## config.mk

```make
export PLATFORM = sky130hd
export DESIGN_NAME = pmw_power_mode_wake_controller
export DESIGN_NICKNAME = d
export VERILOG_FILES = /design/src/rtl/pmw_pkg.sv /design/src/rtl/pmw_power_mode_wake_controller.sv
export VERILOG_INCLUDE_DIRS = /design/src /design/src/rtl
export SDC_FILE = /design/constraint.sdc
export NUM_CORES = 1
export LEC_CHECK = 0
export CAP_MARGIN = 20
export CORE_MARGIN = 2
export CORE_UTILIZATION = 55
export DETAILED_ROUTE_END_ITERATION = 12
export DONT_BUFFER_PORTS = 1
export HOLD_SLACK_MARGIN = 0.06
export PLACE_DENSITY = 0.81
export SLEW_MARGIN = 25
export SYNTH_ARGS = -nofsm -noshare
export SYNTH_HDL_FRONTEND = slang
export SYNTH_SLANG_ARGS = --single-unit
export TNS_END_PERCENT = 1
```

## constraint.sdc

```tcl
create_clock -name core_clk -period 2.8 [get_ports core_clk]
set_input_delay 0.42 -clock core_clk [delete_from_list [all_inputs] [get_ports core_clk]]
set_output_delay 0.42 -clock core_clk [all_outputs]
set_load 0.01 [all_outputs]
```

## src/rtl/pmw_defs.svh

```systemverilog
`ifndef PMW_DEFS_SVH
`define PMW_DEFS_SVH
`define PMW_GPIO_W 25
`define PMW_CNT_W 32
`define PMW_CLK_HZ 10000000
`define PMW_CAL_S 8
`define PMW_CAL_CYCLES (`PMW_CAL_S * `PMW_CLK_HZ)
`define PMW_BOOT_CYCLES 16
`define PMW_IN_IDLE 30'h0200_0000
`endif

```

## src/rtl/pmw_pkg.sv

```systemverilog
package pmw_pkg;
  typedef enum logic [6:0] {
    PMW_BOOT = 7'h01,
    PMW_ACTIVE = 7'h02,
    PMW_STANDBY = 7'h04,
    PMW_SLEEP = 7'h08,
    PMW_SAVE = 7'h10,
    PMW_DETACH = 7'h20,
    PMW_OFF = 7'h40
  } pmw_state_type;
endpackage

```

## src/rtl/pmw_power_mode_wake_controller.sv

```systemverilog
`include "pmw_defs.svh"
module pmw_power_mode_wake_controller #(
  parameter logic [31:0] CAL_CYCLES = `PMW_CAL_CYCLES
) (
  input wire logic core_clk,
  input wire logic resetn,
  input wire logic supplyValid,
  input wire logic brownOut,
  input wire logic extResetN,
  input wire logic [`PMW_GPIO_W-1:0] gpioIn,
  input wire logic [`PMW_GPIO_W-1:0] gpioWakeEn,
  input wire logic gpioLatchEn,
  input wire logic [4:0] sleepCtrlPin,
  input wire logic sleepCtrlEn,
  input wire logic lpCompIn,
  input wire logic lpCompWakeEn,
  input wire logic nfcField,
  input wire logic radioWake,
  input wire logic sensorWake,
  input wire logic standbyReq,
  input wire logic sleepReq,
  input wire logic soft_poweroff_command,
  input wire logic dataSetReady,
  input wire logic stockFirmware,
  input wire logic saveDone,
  input wire logic detachDone,
  input wire logic rcClockSel,
  input wire logic highLoad,
  input wire logic linearOnly,
  input wire logic [`PMW_CNT_W-1:0] counterPeriod,
  input wire logic counterEn,
  output pmw_pkg::pmw_state_type powerState,
  output logic systemReset,
  output logic saveReq,
  output logic detachReq,
  output logic ramRetain,
  output logic lowClockReq,
  output logic rcCalStart,
  output logic buckEn,
  output logic counterEvent,
  output logic [`PMW_GPIO_W-1:0] gpioLatched,
  output logic nfcTagOnly
);
  import pmw_pkg::*;

  localparam int NIN = `PMW_GPIO_W + 5;
  localparam logic [NIN-1:0] IN_IDLE = `PMW_IN_IDLE;
  logic [NIN-1:0] rawIn;
  logic [NIN-1:0] syncA;
  logic [NIN-1:0] syncB;
  logic [NIN-1:0] syncC;
  logic [NIN-1:0] stable;
  logic [`PMW_GPIO_W-1:0] gpioS;
  logic extRstS;
  logic compS;
  logic nfcS;
  logic dsrS;
  logic dsrPrev;
  logic compPrev;
  logic supplyS;
  logic supplyPrev;
  logic ctrlPin;
  logic ctrlPrev;
  logic gpioWake;
  logic sleepWake;
  logic standbyWake;
  logic [`PMW_CNT_W-1:0] cnt;
  logic [31:0] calCnt;
  logic [4:0] bootCnt;
  logic fromSleep;
  logic next_saveForOff;
  logic offAfterSave;
  pmw_state_type next_state;
  logic [31:0] calGap;

  assign rawIn = {supplyValid, dataSetReady, nfcField, lpCompIn, extResetN, gpioIn};

  // Three-stage synchroniser, change accepted when stages two and three agree
  always_ff @(posedge core_clk or negedge resetn) begin
    if (!resetn) begin
      // Idle pin levels, so no false edge follows reset
      syncA <= IN_IDLE;
      syncB <= IN_IDLE;
      syncC <= IN_IDLE;
      stable <= IN_IDLE;
    end else begin
      syncA <= rawIn;
      syncB <= syncA;
      syncC <= syncB;
      for (int i = 0; i < NIN; i++) begin
        if (syncB[i] == syncC[i]) begin
          stable[i] <= syncC[i];
        end
      end
    end
  end

  assign gpioS = stable[`PMW_GPIO_W-1:0];
  assign extRstS = stable[`PMW_GPIO_W];
  assign compS = stable[`PMW_GPIO_W+1];
  assign nfcS = stable[`PMW_GPIO_W+2];
  assign dsrS = stable[`PMW_GPIO_W+3];
  assign supplyS = stable[`PMW_GPIO_W+4];
  assign ctrlPin = (sleepCtrlPin < 5'(`PMW_GPIO_W)) ? gpioS[sleepCtrlPin] : 1'b0;

  always_ff @(posedge core_clk or negedge resetn) begin
    if (!resetn) begin
      dsrPrev <= 1'b0;
      compPrev <= 1'b0;
      supplyPrev <= 1'b0;
      ctrlPrev <= 1'b0;
    end else begin
      dsrPrev <= dsrS;
      compPrev <= compS;
      supplyPrev <= supplyS;
      ctrlPrev <= ctrlPin;
    end
  end

  // Frozen in sleep only with latching on, else follows the pins
  always_ff @(posedge core_clk or negedge resetn) begin
    if (!resetn) begin
      gpioLatched <= '0;
    end else if (powerState != PMW_SLEEP || !gpioLatchEn) begin
      gpioLatched <= gpioS;
    end
  end

  // Against entry levels when latched, else against last cycle
  assign gpioWake = |((gpioS ^ gpioLatched) & gpioWakeEn);
  assign sleepWake = gpioWake || (lpCompWakeEn && compS && !compPrev) || nfcS
                     || (sleepCtrlEn && ctrlPin != ctrlPrev)
                     || (stockFirmware && dsrS && !dsrPrev);
  assign standbyWake = sleepWake || counterEvent || (lpCompWakeEn && compS && !compPrev)
                       || radioWake || sensorWake;

  always_comb begin
    next_state = powerState;
    next_saveForOff = offAfterSave;
    case (powerState)
      PMW_BOOT: begin
        if (bootCnt == 5'(`PMW_BOOT_CYCLES)) begin
          next_state = PMW_ACTIVE;
        end
      end
      PMW_ACTIVE: begin
        if (soft_poweroff_command) begin
          next_state = PMW_SAVE;
          next_saveForOff = 1'b0;
        end else if (stockFirmware && !dsrS && dsrPrev) begin
          next_state = PMW_SAVE;
          next_saveForOff = 1'b1;
        end else if (sleepReq || (sleepCtrlEn && ctrlPin != ctrlPrev)) begin
          next_state = PMW_SLEEP;
        end else if (standbyReq) begin
          next_state = PMW_STANDBY;
        end
      end
      PMW_STANDBY: begin
        if (standbyWake) begin
          next_state = PMW_ACTIVE;
        end
      end
      PMW_SLEEP: begin
        if (sleepWake) begin
          next_state = PMW_BOOT;
        end
      end
      PMW_SAVE: begin
        if (saveDone) begin
          next_state = PMW_DETACH;
        end
      end
      PMW_DETACH: begin
        if (detachDone) begin
          next_state = offAfterSave ? PMW_SLEEP : PMW_BOOT;
        end
      end
      PMW_OFF: begin
        if (supplyS && !supplyPrev) begin
          next_state = PMW_BOOT;
        end
      end
      default: begin
        next_state = PMW_BOOT;
      end
    endcase
    // Brown-out and hardware reset preempt everything, no save
    if (brownOut || !supplyS) begin
      next_state = PMW_OFF;
    end else if (!extRstS) begin
      next_state = PMW_BOOT;
    end
  end

  always_ff @(posedge core_clk or negedge resetn) begin
    if (!resetn) begin
      powerState <= PMW_OFF;
      offAfterSave <= 1'b0;
      fromSleep <= 1'b0;
    end else begin
      powerState <= next_state;
      offAfterSave <= next_saveForOff;
      if (powerState == PMW_SLEEP && next_state == PMW_BOOT) begin
        fromSleep <= 1'b1;
      end else if (next_state == PMW_ACTIVE || next_state == PMW_OFF) begin
        fromSleep <= 1'b0;
      end
    end
  end

  always_ff @(posedge core_clk or negedge resetn) begin
    if (!resetn) begin
      bootCnt <= '0;
    end else if (powerState == PMW_BOOT && next_state == PMW_BOOT && extRstS) begin
      bootCnt <= bootCnt + 5'd1;
    end else begin
      bootCnt <= '0;
    end
  end

  always_ff @(posedge core_clk or negedge resetn) begin
    if (!resetn) begin
      systemReset <= 1'b1;
      saveReq <= 1'b0;
      detachReq <= 1'b0;
      ramRetain <= 1'b0;
      lowClockReq <= 1'b0;
      nfcTagOnly <= 1'b1;
    end else begin
      systemReset <= (next_state == PMW_BOOT) || (next_state == PMW_OFF);
      saveReq <= next_state == PMW_SAVE;
      detachReq <= next_state == PMW_DETACH;
      ramRetain <= (next_state == PMW_STANDBY) || (next_state == PMW_SLEEP)
                   || (next_state == PMW_BOOT && (fromSleep || powerState == PMW_SLEEP));
      lowClockReq <= next_state == PMW_STANDBY;
      nfcTagOnly <= 1'b1;
    end
  end

  // Regulator selection
  always_ff @(posedge core_clk or negedge resetn) begin
    if (!resetn) begin
      buckEn <= 1'b0;
    end else begin
      buckEn <= !linearOnly && highLoad && powerState == PMW_ACTIVE;
    end
  end

  // Low-power counter, runs in active and standby
  always_ff @(posedge core_clk or negedge resetn) begin
    if (!resetn) begin
      cnt <= '0;
      counterEvent <= 1'b0;
    end else if (counterEn && (powerState == PMW_ACTIVE || powerState == PMW_STANDBY)) begin
      counterEvent <= 1'b0;
      if (cnt >= counterPeriod) begin
        cnt <= '0;
        counterEvent <= 1'b1;
      end else begin
        cnt <= cnt + 1'b1;
      end
    end else begin
      cnt <= '0;
      counterEvent <= 1'b0;
    end
  end

  // RC oscillator recalibration
  always_ff @(posedge core_clk or negedge resetn) begin
    if (!resetn) begin
      calCnt <= '0;
      rcCalStart <= 1'b0;
    end else if (rcClockSel && powerState != PMW_OFF && powerState != PMW_SLEEP) begin
      rcCalStart <= 1'b0;
      if (calCnt >= CAL_CYCLES - 32'd1) begin
        calCnt <= '0;
        rcCalStart <= 1'b1;
      end else begin
        calCnt <= calCnt + 32'd1;
      end
    end else begin
      calCnt <= '0;
      rcCalStart <= 1'b0;
    end
  end

  // Cycles since the last recalibration, for the interval check
  always_ff @(posedge core_clk or negedge resetn) begin
    if (!resetn) begin
      calGap <= '0;
    end else if (!rcClockSel || powerState == PMW_OFF || powerState == PMW_SLEEP || rcCalStart) begin
      calGap <= '0;
    end else begin
      calGap <= calGap + 32'd1;
    end
  end

  a_brownout_off: assert property (@(posedge core_clk) disable iff (!resetn)
    brownOut |=> powerState == PMW_OFF) else $error("brown-out did not shut down");
  a_sleep_reboot: assert property (@(posedge core_clk) disable iff (!resetn)
    (powerState == PMW_SLEEP && next_state == PMW_BOOT) |=> systemReset && ramRetain)
    else $error("sleep wake did not reboot");
  a_linear_only: assert property (@(posedge core_clk) disable iff (!resetn)
    $past(linearOnly) |-> !buckEn) else $error("buck used in linear-only");
  a_cal_period: assert property (@(posedge core_clk) disable iff (!resetn)
    calCnt <= CAL_CYCLES) else $error("calibration interval exceeded");
  a_cal_gap: assert property (@(posedge core_clk) disable iff (!resetn)
    calGap <= CAL_CYCLES) else $error("recalibration gap too long");
  a_standby_clock: assert property (@(posedge core_clk) disable iff (!resetn)
    powerState == PMW_STANDBY |-> lowClockReq) else $error("no low clock in standby");
  a_standby_ram: assert property (@(posedge core_clk) disable iff (!resetn)
    powerState == PMW_STANDBY |-> ramRetain) else $error("RAM not kept in standby");
  a_soft_save: assert property (@(posedge core_clk) disable iff (!resetn)
    (powerState == PMW_ACTIVE && soft_poweroff_command && !brownOut && supplyS && extRstS)
    |=> saveReq) else $error("power-off did not save");
  a_reset_pin: assert property (@(posedge core_clk) disable iff (!resetn)
    (!extRstS && !brownOut && supplyS) |=> systemReset && !saveReq)
    else $error("reset pin ignored");
  a_counter_gate: assert property (@(posedge core_clk) disable iff (!resetn)
    counterEvent |-> $past(powerState) inside {PMW_ACTIVE, PMW_STANDBY})
    else $error("counter event out of state");
  a_counter_wake: assert property (@(posedge core_clk) disable iff (!resetn)
    (powerState == PMW_STANDBY && counterEvent && !brownOut && supplyS && extRstS)
    |=> powerState == PMW_ACTIVE) else $error("counter event did not end standby");
  a_supply_boot: assert property (@(posedge core_clk) disable iff (!resetn)
    (powerState == PMW_OFF && supplyS && !supplyPrev && !brownOut)
    |=> powerState == PMW_BOOT && systemReset) else $error("supply rise did not reboot");
  a_sleep_nfc: assert property (@(posedge core_clk) disable iff (!resetn)
    (powerState == PMW_SLEEP && nfcS && !brownOut && supplyS && extRstS)
    |=> powerState == PMW_BOOT) else $error("carrier did not wake from sleep");
  a_sleep_hold: assert property (@(posedge core_clk) disable iff (!resetn)
    (powerState == PMW_SLEEP && !sleepWake && !brownOut && supplyS && extRstS)
    |=> powerState == PMW_SLEEP) else $error("sleep left without a wake event");
  a_ctrl_sleep: assert property (@(posedge core_clk) disable iff (!resetn)
    (powerState == PMW_ACTIVE && sleepCtrlEn && ctrlPin != ctrlPrev && !soft_poweroff_command
     && !(stockFirmware && !dsrS && dsrPrev) && !brownOut && supplyS && extRstS)
    |=> powerState == PMW_SLEEP) else $error("control pin did not enter sleep");
  a_gpio_latch: assert property (@(posedge core_clk) disable iff (!resetn)
    (powerState == PMW_SLEEP && gpioLatchEn) |=> $stable(gpioLatched))
    else $error("latched levels changed in sleep");
  a_dsr_sleep: assert property (@(posedge core_clk) disable iff (!resetn)
    (powerState == PMW_DETACH && detachDone && offAfterSave && !brownOut && supplyS && extRstS)
    |=> powerState == PMW_SLEEP) else $error("line drop did not end in sleep");
endmodule

```

# Yosys cells after proc, flatten, opt, wreduce, memory -nomap -nowiden
# Index checks and enable logic that the tools add are counted.
# classes
add_sub_neg	3
magnitude_cmp	4
n_eq_ne	48
mux	30
bitwise_logic	2
reduce_logical	45
# op_table
cell	count
$mux W32	4
$mux W7	12
$add A32 B1 Y32 const B	2
$pmux W7 S7	1
$ge A32 B27 Y1 const B	1
$ge A32 B32 Y1	1
$eq A1 B1 Y1	30
$and A25 B25 Y25	1
$reduce_or A25 Y1	1
$xor A25 B25 Y25	1
$logic_and A1 B1 Y1	17
$logic_or A1 B1 Y1	17
$eq A7 B1 Y1 const B	2
$eq A7 B2 Y1 const B	2
$eq A7 B3 Y1 const B	2
$eq A7 B4 Y1 const B	2
$eq A7 B5 Y1 const B	2
$eq A7 B6 Y1 const B	2
$eq A7 B7 Y1 const B	2
$mux W1	10
$logic_not A1 Y1	7
$ne A7 B4 Y1 const B	1
$ne A7 B7 Y1 const B	1
$lt A5 B6 Y1 const B	1
9 further kinds	10
# word_totals
reg_bits	235
inputBits	110
out_inout_bits	41

# Longest topological paths before layout
# Gate-level depths: netlist (run 1).
# depth
ltp_word	19
depth_mapped	11
depth_no_buf	10

# Worst setup path after synthesis (run 1)
# No wires, ideal clock.
# synth_path
path_kind	input-to-reg
startpoint	input port sleepCtrlPin[0]
endpoint	register ramRetain
setup_ns	0.131
t_arrival_ns	2.508
slack_ns	0.160
path_stages	9
path_buffers	1
cell_sequence	buf_2 mux4_2 mux2_2 o211ai_2 nand3_2 mux2i_4 o311ai_1 o221a_1 or3_1
# synth_via
elab_chain_len	18
word_cells_on_any_way	27
classes_between	1 x order compare; 4 x eq/ne; 11 x mux; 11 x reduce/logical
# synth_rtl
element	line	source
start, declared	pmw_power_mode_wake_controller.sv:13	input wire logic [4:0] sleepCtrlPin,
$bmux W1 S5	pmw_power_mode_wake_controller.sv:104	assign ctrlPin = (sleepCtrlPin < 5'(`PMW_GPIO_W)) ? gpioS[sleepCtrlPin] : 1'b0;
$mux W1 (not written as such)	pmw_power_mode_wake_controller.sv:104	
$mux W1 *	pmw_power_mode_wake_controller.sv:104	
net ctrlPin	pmw_power_mode_wake_controller.sv:62	logic ctrlPin;
$ne A1 B1 Y1 *	pmw_power_mode_wake_controller.sv:132, pmw_power_mode_wake_controller.sv:153	
$logic_and A1 B1 Y1 *	pmw_power_mode_wake_controller.sv:132, pmw_power_mode_wake_controller.sv:153	
$logic_or A1 B1 Y1	pmw_power_mode_wake_controller.sv:132	|| (sleepCtrlEn && ctrlPin != ctrlPrev)
$logic_or A1 B1 Y1	pmw_power_mode_wake_controller.sv:133	|| (stockFirmware && dsrS && !dsrPrev);
$logic_or A1 B1 Y1 (2 in a row)	pmw_power_mode_wake_controller.sv:134	assign standbyWake = sleepWake || counterEvent || (lpCompWakeEn && compS && !compPrev)
$logic_or A1 B1 Y1 (2 in a row)	pmw_power_mode_wake_controller.sv:135	|| radioWake || sensorWake;
$mux W7	pmw_power_mode_wake_controller.sv:160	if (standbyWake) begin
$pmux W7 S7 *	pmw_power_mode_wake_controller.sv:140	case (powerState)
$mux W7 *	pmw_power_mode_wake_controller.sv:191	end else if (!extRstS) begin
$mux W7 *	pmw_power_mode_wake_controller.sv:189	if (brownOut || !supplyS) begin
$eq A7 B3 Y1, or another cell as far along	pmw_power_mode_wake_controller.sv:234	ramRetain <= (next_state == PMW_STANDBY) || (next_state == PMW_SLEEP)
$logic_or A1 B1 Y1 or $logic_and A1 B1 Y1 (tied branches)	pmw_power_mode_wake_controller.sv:234, pmw_power_mode_wake_controller.sv:235	
$logic_or A1 B1 Y1 *	pmw_power_mode_wake_controller.sv:235	|| (next_state == PMW_BOOT && (fromSleep || powerState == PMW_SLEEP));
end signal, assigned	pmw_power_mode_wake_controller.sv:234	
end, declared	pmw_power_mode_wake_controller.sv:36	output logic ramRetain,
# The timed path passes the listed nets; every way through them passes the cells marked *. The select of a mux whose other input is x is not followed.
# A chain may end at the register's enable or synchronous reset.

# Worst setup path after layout (run 1)
# layout_path
startpoint	register stable[18]
endpoint	register ramRetain
# layout_via
elab_chain_len	18
word_cells_on_any_way	31
classes_between	4 x eq/ne; 11 x mux; 2 x bitwise; 14 x reduce/logical
# layout_rtl
element	line	source
start, declared	pmw_power_mode_wake_controller.sv:52	logic [NIN-1:0] stable;
start signal, assigned by index	pmw_power_mode_wake_controller.sv:92	stable[i] <= syncC[i];
$bmux W1 S5 *	pmw_power_mode_wake_controller.sv:104	
$mux W1 (not written as such) *	pmw_power_mode_wake_controller.sv:104	
$mux W1 *	pmw_power_mode_wake_controller.sv:104	
net ctrlPin	pmw_power_mode_wake_controller.sv:62	
$ne A1 B1 Y1 *	pmw_power_mode_wake_controller.sv:132, pmw_power_mode_wake_controller.sv:153	
$logic_and A1 B1 Y1 *	pmw_power_mode_wake_controller.sv:132, pmw_power_mode_wake_controller.sv:153	
$logic_or A1 B1 Y1	pmw_power_mode_wake_controller.sv:132	
$logic_or A1 B1 Y1	pmw_power_mode_wake_controller.sv:133	
$logic_or A1 B1 Y1 (2 in a row)	pmw_power_mode_wake_controller.sv:134	
$logic_or A1 B1 Y1 (2 in a row)	pmw_power_mode_wake_controller.sv:135	
$mux W7	pmw_power_mode_wake_controller.sv:160	
$pmux W7 S7 *	pmw_power_mode_wake_controller.sv:140	
$mux W7 *	pmw_power_mode_wake_controller.sv:191	
$mux W7 *	pmw_power_mode_wake_controller.sv:189	
$eq A7 B3 Y1, or another cell as far along	pmw_power_mode_wake_controller.sv:234	
$logic_or A1 B1 Y1 or $logic_and A1 B1 Y1 (tied branches)	pmw_power_mode_wake_controller.sv:234, pmw_power_mode_wake_controller.sv:235	
$logic_or A1 B1 Y1 *	pmw_power_mode_wake_controller.sv:235	
# Marked as above.

==> results.md, run 1 <==
* Setup violation total in the final timing report at 0
* Setup clock skew after layout at 0.008450 ns
* Psw at about 1.5 mW
* Setup WS post-layout at approximately 0.20 ns
* Async set-or-reset flop fraction in the synthesized netlist at 1.000
* Detail Route Antenna Nets at 0
* Max FO, Critical Path at 10
* Chip width at ~140 um
* Time the worst path needs with I/O delays and setup at 2.599 ns
* Worst path max stage delay at 0.48 ns
* Clk Latency, worst-skew pair at ~0.50 ns
* Post-route core utilization at 0.6435
* Area taken by multi-input logic gates at about 0.0038 mm^2
* Mean Syn Cell Area at around 12 um^2
* Hold buffers post-CTS at 32
* Combinational group share of total power at 0.048
* Routability congestion estimate from global placement at about 0.82
* Number of levels in the clock H-tree at 1
* Detailed-route wire length at roughly 20000 um
* Worst Path Class, Setup: reg -> reg
* Number of cell rows at 49
* Switching power as a share of total power at 0.2069
* Initial standard-cell utilization of the core at 0.5558
* Internal power of the cells at between 5 and 6 mW
* Number of enable flip-flop cells after synthesis at 0
* Failing checks: negative hold slack
* Setup repair after global routing missed its margin: false
* Via/cell ratio at approximately 5.5
* Remaining global-route overflow at 0
* Type of element launching the critical path: flip-flop
* TritonCTS sink count at between 200 and 250
* Post-CTS setup repair buffer count at 0
* CP endpoint kind: flip-flop
* Result of the run: finished, violations left
* Die height at 138.3 um
* Vias at ~6000
* Synthesized netlist cell count at 807
* DRC violation count after routing at 0
* TritonCTS clock tree: done
* Kind of path behind the tightest hold check: in -> async
* Placed wire-length estimate at 13780 um
* Wire length of the first global-routing pass at 32440 um
* Reg2Reg Launch Point: stable[18]
* 1st-pass router iterations at 4
* Post-synthesis sequential element count at about 240
* Sequential cell fraction of total power at 0.503
* Pre-CTS worst setup slack at 0.1507 ns
* Reg2reg path depth at 8
* Final-layout worst hold slack at -0.3884 ns
* Fillers at around 1300
* Maximum number of pins on one net before global-route repair at between 200 and 250
* Number of placed I/O pins at ~150
* CP bufs+invs at 0
* Prevailing post-synth register cell: sky130_fd_sc_hd__dfrtp_1
* Chain of cells forming the critical path: mux4_2 -> mux2_2 -> o211ai_2 -> nand3_2 -> mux2i_4 -> o311ai_1 -> o221a_1 -> or3_1
* Layout-stage area growth over the synthesis result at 15.77%
* Number of global-route vias before repair at ~6300
* Register area at 0.005888 mm^2
* Overall track demand over capacity in global routing at 0.2088
* Number of input and output port buffers inserted at 0
* P per Cell Area at 645.8 mW/mm^2
* TritonCTS buffer count at 24
* Slew headroom at 0.6540
* FMAX at between 0.3 and 0.4 GHz
* CP Data Arrival Time at 2.98 ns
* Count of nets after finishing at 1018
* Wirelength per Cell at between 15 and 20 um
* Clk pin slew, worst setup/hold paths at 0.06 ns
* Die outline area at around 0.019 mm^2
* Count of max-cap constraint violations at 0
* Top Family by Delay on Critical Path: multiplexers
* Fin. max-slew vios at 0
* Data required time of the worst path at 3.18 ns
* Fraction of layout cells with a size suffix above 1 at 0.1125
* Master of the slowest instance on the critical path: sky130_fd_sc_hd__mux4_2
* Register area share after synthesis at 0.5938
* R2r endpoint: ramRetain
* Final worst path period share at 0.9281
* Cell area after synthesis at 0.009916 mm^2
* Flop-to-flop setup slack at 0.20 ns
* Count of endpoints failing hold in the final timing report at 235
* Slew at the pin with the worst max-slew slack at 0.5118 ns
* Starting DRC count in detailed routing at between 300 and 400
* Maximum vdd drop at about 0.00065 V
* Initial antenna violation count at 1
* Buffer type at the clock tree root: sky130_fd_sc_hd__clkbuf_16
* Count of unique library cells instantiated by Yosys at between 60 and 70
* Leakage at roughly 5.2 nW
* Clock group share of total power at 0.450
* Sum Neg Setup Slack at 0 ns
* Worst-case clock buffer depth at 3
* Core area at roughly 0.018 mm^2
* Synth Warn # at 0
-- cells in the mapped netlist, drive strengths merged (3+ instances only) --
master  instances  area share
nor4b           4      0.0057
ha             36       0.045
a22oi          12      0.0091
and3           13      0.0082
clkbuf         12      0.0045
nand2          35       0.013
nor3           40       0.020
a31oi           6      0.0038
dfstp           6       0.016
a21oi           9      0.0045
o211ai          3      0.0028
or4             3      0.0023
buf             3      0.0018
xor2           59       0.052
nand4          20       0.013
a21o           16       0.012
nand2b          6      0.0038
o21ai          14      0.0071
or3             6      0.0038
mux2           26       0.030
a211oi          4      0.0035
nand3          31       0.016
dfrtp         229        0.58
inv            43       0.016
mux2i           9       0.010
and2            8      0.0050
and4            5      0.0044
nor3b           3      0.0023
xnor2          24       0.021
nor2b           3      0.0019
nor2           55       0.021
maj3           30       0.030
-- through the flow --
step,power (mW),cell area [um^2],cells
6_report,7.413,11480,1119
5_1_grt,7.713,11480,1118
4_1_cts,7.512,11470,1118
3_5_place_dp,4.106,10290,1043
3_3_place_gp,4.088,10290,1043
2_1_floorplan,3.996,9931,811
-- power groups by stage --
stage	registers [mW]	logic, mW	clock network, mW
4_1_cts	3.73	0.357	3.43
2_1_floorplan	3.74	0.258	0
3_3_place_gp	3.78	0.309	0
5_1_grt	3.75	0.393	3.57
6_report	3.73	0.354	3.33
3_5_place_dp	3.79	0.318	0
-- flip-flops by register name, summed over array words and instances (netlist names), 5 cells and up --
register	cells
bootCnt	5
syncB	30
syncC	30
syncA	30
gpioLatched	25
calCnt	32
powerState	7
stable	30
cnt	32
-- metal layers --
metal  part of all wire  up-vias  global-route usage
met5                  0        -                   0
met2               0.46      189              0.3278
met1               0.43     3014              0.2895
met3              0.089       30             0.06651
met4              0.019        0             0.04672
li1                   -     2945                   -
-- cells by family after synthesis --
group	Yosys count	synth area share
mux	37	0.04442
fa+ha+maj	66	0.07571
buf+inv	58	0.02259
simple gates	240	0.1274
xor+xnor	83	0.07331
flops	235	0.5938
other cells	2	0.0007574
compound gates	86	0.06196
-- placed cells by master, fill, tap and decap left out, drive strengths merged, types with 4 or more instances in the layout --
cell / instances
buf: 18
nor4b: 4
mux2: 26
xor2: 59
and2: 8
a21oi: 9
clkbuf: 38
dfstp: 6
a21o: 16
nand2: 35
nor2: 55
o21ai: 14
nand2b: 6
nor3: 40
a31oi: 6
dfrtp: 229
maj3: 30
nand4: 20
and3: 13
mux2i: 9
xnor2: 24
dlygate4sd3: 32
or3: 6
a22oi: 12
conb: 6
nand3: 31
and4: 5
inv: 43
ha: 36
a211oi: 4
-- area by class of cell --
class | instances | area share
Sequential cell | 235 | 0.5129
Multi-Input combinational cell | 518 | 0.3337
Clock buffer | 38 | 0.06572
Timing Repair Buffer | 50 | 0.03967
Tap cell | 229 | 0.02496
Inverter | 43 | 0.01406
Clock inverter | 5 | 0.008719
Antenna cell | 1 | 0.0002180
-- worst max path at each step --
stage | end | cells past startpoint | slack [ns] | startpoint
6_report | ramRetain | 8 | 0.20 | stable[18]
5_1_grt | ramRetain | 8 | 0.04 | powerState[2]
4_1_cts | ramRetain | 8 | 0.13 | gpioLatched[6]
3_5_place_dp | ramRetain | 8 | 0.15 | gpioLatched[6]
3_3_place_gp | ramRetain | 8 | 0.22 | gpioLatched[6]
2_1_floorplan | ramRetain | 9 | 0.16 | sleepCtrlPin[0]
-- what timing repair did --
item	CTS	global route
setup endpoints to repair	0	9
endpoints found under the hold margin	267	235
resized for setup	0	2
(Power assumes the default switching activity.)
==> run 2: changes to the inputs <==
--- a/config.mk
+++ b/config.mk
@@ -7,14 +7,15 @@
 export NUM_CORES = 1
 export LEC_CHECK = 0
 export CAP_MARGIN = 20
+export CORE_ASPECT_RATIO = 0.7
 export CORE_MARGIN = 2
 export CORE_UTILIZATION = 55
 export DETAILED_ROUTE_END_ITERATION = 12
 export DONT_BUFFER_PORTS = 1
-export HOLD_SLACK_MARGIN = 0.06
+export HOLD_SLACK_MARGIN = 0.03
 export PLACE_DENSITY = 0.81
 export SLEW_MARGIN = 25
 export SYNTH_ARGS = -nofsm -noshare
 export SYNTH_HDL_FRONTEND = slang
 export SYNTH_SLANG_ARGS = --single-unit
-export TNS_END_PERCENT = 1
+export TNS_END_PERCENT = 10
==> run 2 against run 1 <==
Sequential share of layout area rose by 0.24 points. Count of clock-buffer cells in the layout fell by 5. First-iteration DRC count rose by 78%. The run still ends with negative hold slack left. Flip-flop and latch count did not move. Largest power group unchanged. Sequential power barely moved. Core utilization fell by 0.34 points. Non-clock buffer count rose by 4. Maximum frequency fell by 3.3%. Cell area fell by 0.47%.
==> results.md, run 2 (synthesized netlist as in run 1, its figures left out) <==
* 1st-pass router iterations at 5 (+1)
* Maximum number of pins on one net before global-route repair at 236 (unchanged)
* Most frequent standard cell in the layout excluding fill and tap cells: sky130_fd_sc_hd__dfrtp_1
* Core area at 0.01785 mm^2 (about the same)
* Starting DRC count in detailed routing at 556 (+78%)
* Die outline area at 0.01914 mm^2 (about the same)
* Final-layout worst hold slack at -0.4007 ns (-0.01227 ns)
* Kind of path behind the tightest hold check: in -> async
* Worst-case clock buffer depth at 3 (unchanged)
* Count of endpoints failing hold in the final timing report at 229 (-2.6%)
* Fraction of layout cells with a size suffix above 1 at 0.1187 (+0.006215)
* Vias at 6305 (+2.1%)
* Data required time of the worst path at 3.17 ns (about the same)
* Maximum vdd drop at 0.0004620 V (-29%)
* Ant. Diodes at 0 (-1)
* Failing checks: negative hold slack
* TritonCTS buffer count at 23 (-4.2%)
* Post-route core utilization at 0.6400 (-0.003419)
* CP bufs+invs at 0 (unchanged)
* Largest registers ranked by flip-flop count: calCnt x32, cnt x32
* Number of cell rows at 41 (-16%)
* Via/cell ratio at 5.585 (+1.2%)
* Initial antenna violation count at 1 (unchanged)
* Area taken by multi-input logic gates at 0.003857 mm^2 (+0.69%)
* Detail Route Antenna Nets at 0 (unchanged)
* TritonCTS clock tree: done
* Hold buffers post-CTS at 31 (-3.1%)
* Final worst path period share at 0.9602 (+0.03212)
* CP Data Arrival Time at 3.06 ns (+0.08 ns)
* Commonest cells after routing, fill and taps aside: 229 x sky130_fd_sc_hd__dfrtp_1, 59 x sky130_fd_sc_hd__xor2_1, 55 x sky130_fd_sc_hd__nor2_1, 43 x sky130_fd_sc_hd__inv_1, 40 x sky130_fd_sc_hd__nor3_1
* Pre-CTS worst setup slack at 0.1429 ns (-0.007834 ns)
* Routability congestion estimate from global placement at 0.9009 (+9.7%)
* Wirelength per Cell at 17.77 um (+1.3%)
* Number of global-route vias before repair at 6205 (-0.99%)
* Number of levels in the clock H-tree at 1 (unchanged)
* Global routing met2 resource utilization at 0.3160 (-0.01174)
* Setup WS post-layout at 0.1115 ns (-0.08993 ns)
* Result of the run: finished, violations left
* Count of nets after finishing at 1022 (+0.39%)
* Most utilized layer in the global route result: met1
* FMAX at 0.3720 GHz (-3.3%)
* Worst path max stage delay at 0.47 ns (about the same)
* Buffer type at the clock tree root: sky130_fd_sc_hd__clkbuf_16
* Type of element launching the critical path: flip-flop
* Global-route track usage on met3 at 0.05788 (-0.008621)
* Leakage at 5.141 nW (-0.80%)
* Remaining global-route overflow at 0 (unchanged)
* Layout-stage area growth over the synthesis result at 15.23%
* Overall track demand over capacity in global routing at 0.2144 (+0.005613)
* Setup clock skew after layout at 0.02499 ns (+0.01654 ns)
* Wire length of the first global-routing pass at 32320 um (-0.36%)
* Total chip power at 7.107 mW (-4.1%)
* Clk pin slew, worst setup/hold paths at 0.07 ns (about the same)
* GR met1 Demand/Resource at 0.3220 (+0.03250)
* Chain of cells forming the critical path: mux4_2 -> mux2_2 -> o211ai_2 -> nand3_2 -> mux2i_2 -> or3_1 -> a31oi_1 -> o32ai_1
* Detailed-route wire length at 20060 um (+2.2%)
* Count of max-cap constraint violations at 0 (unchanged)
* Chip width at 164.5 um (+19%)
* Setup violation total in the final timing report at 0 (unchanged)
* Top Family by Delay on Critical Path: multiplexers
* Slew headroom at 0.5593 (-0.09471)
* Fillers at 1326 (+0.61%)
* Clk Latency, worst-skew pair at 0.52 ns (+0.02 ns)
* Number of placed I/O pins at 151 (unchanged)
* Fin. max-slew vios at 0 (unchanged)
* Number of input and output port buffers inserted at 0 (unchanged)
* Final std cells w/o fill at 1129 (+0.89%)
* DRC violation count after routing at 0 (unchanged)
* Time the worst path needs with I/O delays and setup at 2.689 ns (+0.08993 ns)
* Max FO, Critical Path at 5 (-5)
* P per Cell Area at 622.0 mW/mm^2 (-3.7%)
* Register area at 0.005888 mm^2 (unchanged)
* Die height at 116.3 um (-16%)
* Placed wire-length estimate at 13930 um (+1.0%)
* Worst Path Class, Setup: reg -> reg
* Slew at the pin with the worst max-slew slack at 0.6561 ns (+0.1442 ns)
* TritonCTS sink count at 235 (unchanged)
* Post-CTS setup repair buffer count at 0 (unchanged)
* Master of the slowest instance on the critical path: sky130_fd_sc_hd__mux4_2
* CP endpoint kind: flip-flop
* Placed cells at 1055 (+1.2%)
* Initial standard-cell utilization of the core at 0.5554 (about the same)
[run 2: cell type report]
| type | instances | area share |
|---|---|---|
| sequential | 235 | 0.5153 |
| multi-input combinational | 519 | 0.3376 |
| clock buffer | 33 | 0.05716 |
| timing repair buffer | 54 | 0.04227 |
| tap | 236 | 0.02584 |
| inverter | 43 | 0.01413 |
| clock inverter | 9 | 0.007665 |
[run 2: worst register-to-register path: stages (launching register included)]
cell                       delay (ns)
sky130_fd_sc_hd__dfrtp_1         0.43
sky130_fd_sc_hd__mux4_2          0.47
sky130_fd_sc_hd__mux2_2          0.28
sky130_fd_sc_hd__o211ai_2        0.15
sky130_fd_sc_hd__nand3_2         0.22
sky130_fd_sc_hd__mux2i_2         0.27
sky130_fd_sc_hd__or3_1           0.39
sky130_fd_sc_hd__a31oi_1         0.23
sky130_fd_sc_hd__o32ai_1         0.11
[run 2: routing by layer]
| metal | wire (um) | vias to the layer above |
|---|---|---|
| met3 | 1680 | 36 |
| li1 | - | 2968 |
| met5 | 13 | - |
| met2 | 8316 | 231 |
| met4 | 379 | 2 |
| met1 | 9671 | 3068 |
[run 2: worst paths after layout]
| check | start | end | slack, ns | depth (start not counted) |
|---|---|---|---|---|
| max in group asynchronous | resetn | stable[25] | 2.69 | 0 |
| min in group core_clk | rcClockSel | rcCalStart | 0.05 | 2 |
| worst min register to register | syncA[22] | syncB[22] | 0.33 | 0 |
| worst max-delay path | stable[16] | fromSleep | 0.11 | 8 |
| worst max register to register | stable[16] | fromSleep | 0.11 | 8 |
| worst min-delay path | resetn | syncA[9] | -0.40 | 0 |
[run 2: power breakdown]
part           internal, mW  total, mW  switching (mW)
combinational         0.213      0.387           0.175
clock                  1.73       3.00            1.27
sequential             3.56       3.72           0.159
[run 2: timing repair]
item                                   4_1_cts  5_1_grt
setup endpoints to repair                    0        6
endpoints found under the hold margin      266      235
gates resized for setup                      0        4
[run 2: metrics by stage]
step	hold WS (ns)	TNS (ns)	cell area, um^2
finish	-0.4007	0	11430
global route	-0.4297	-0.01439	11430
CTS	-0.4132	0	11390
detailed placement	0.1295	0	10340
global placement	0.1321	0	10340
floorplan	0.1244	0	9931
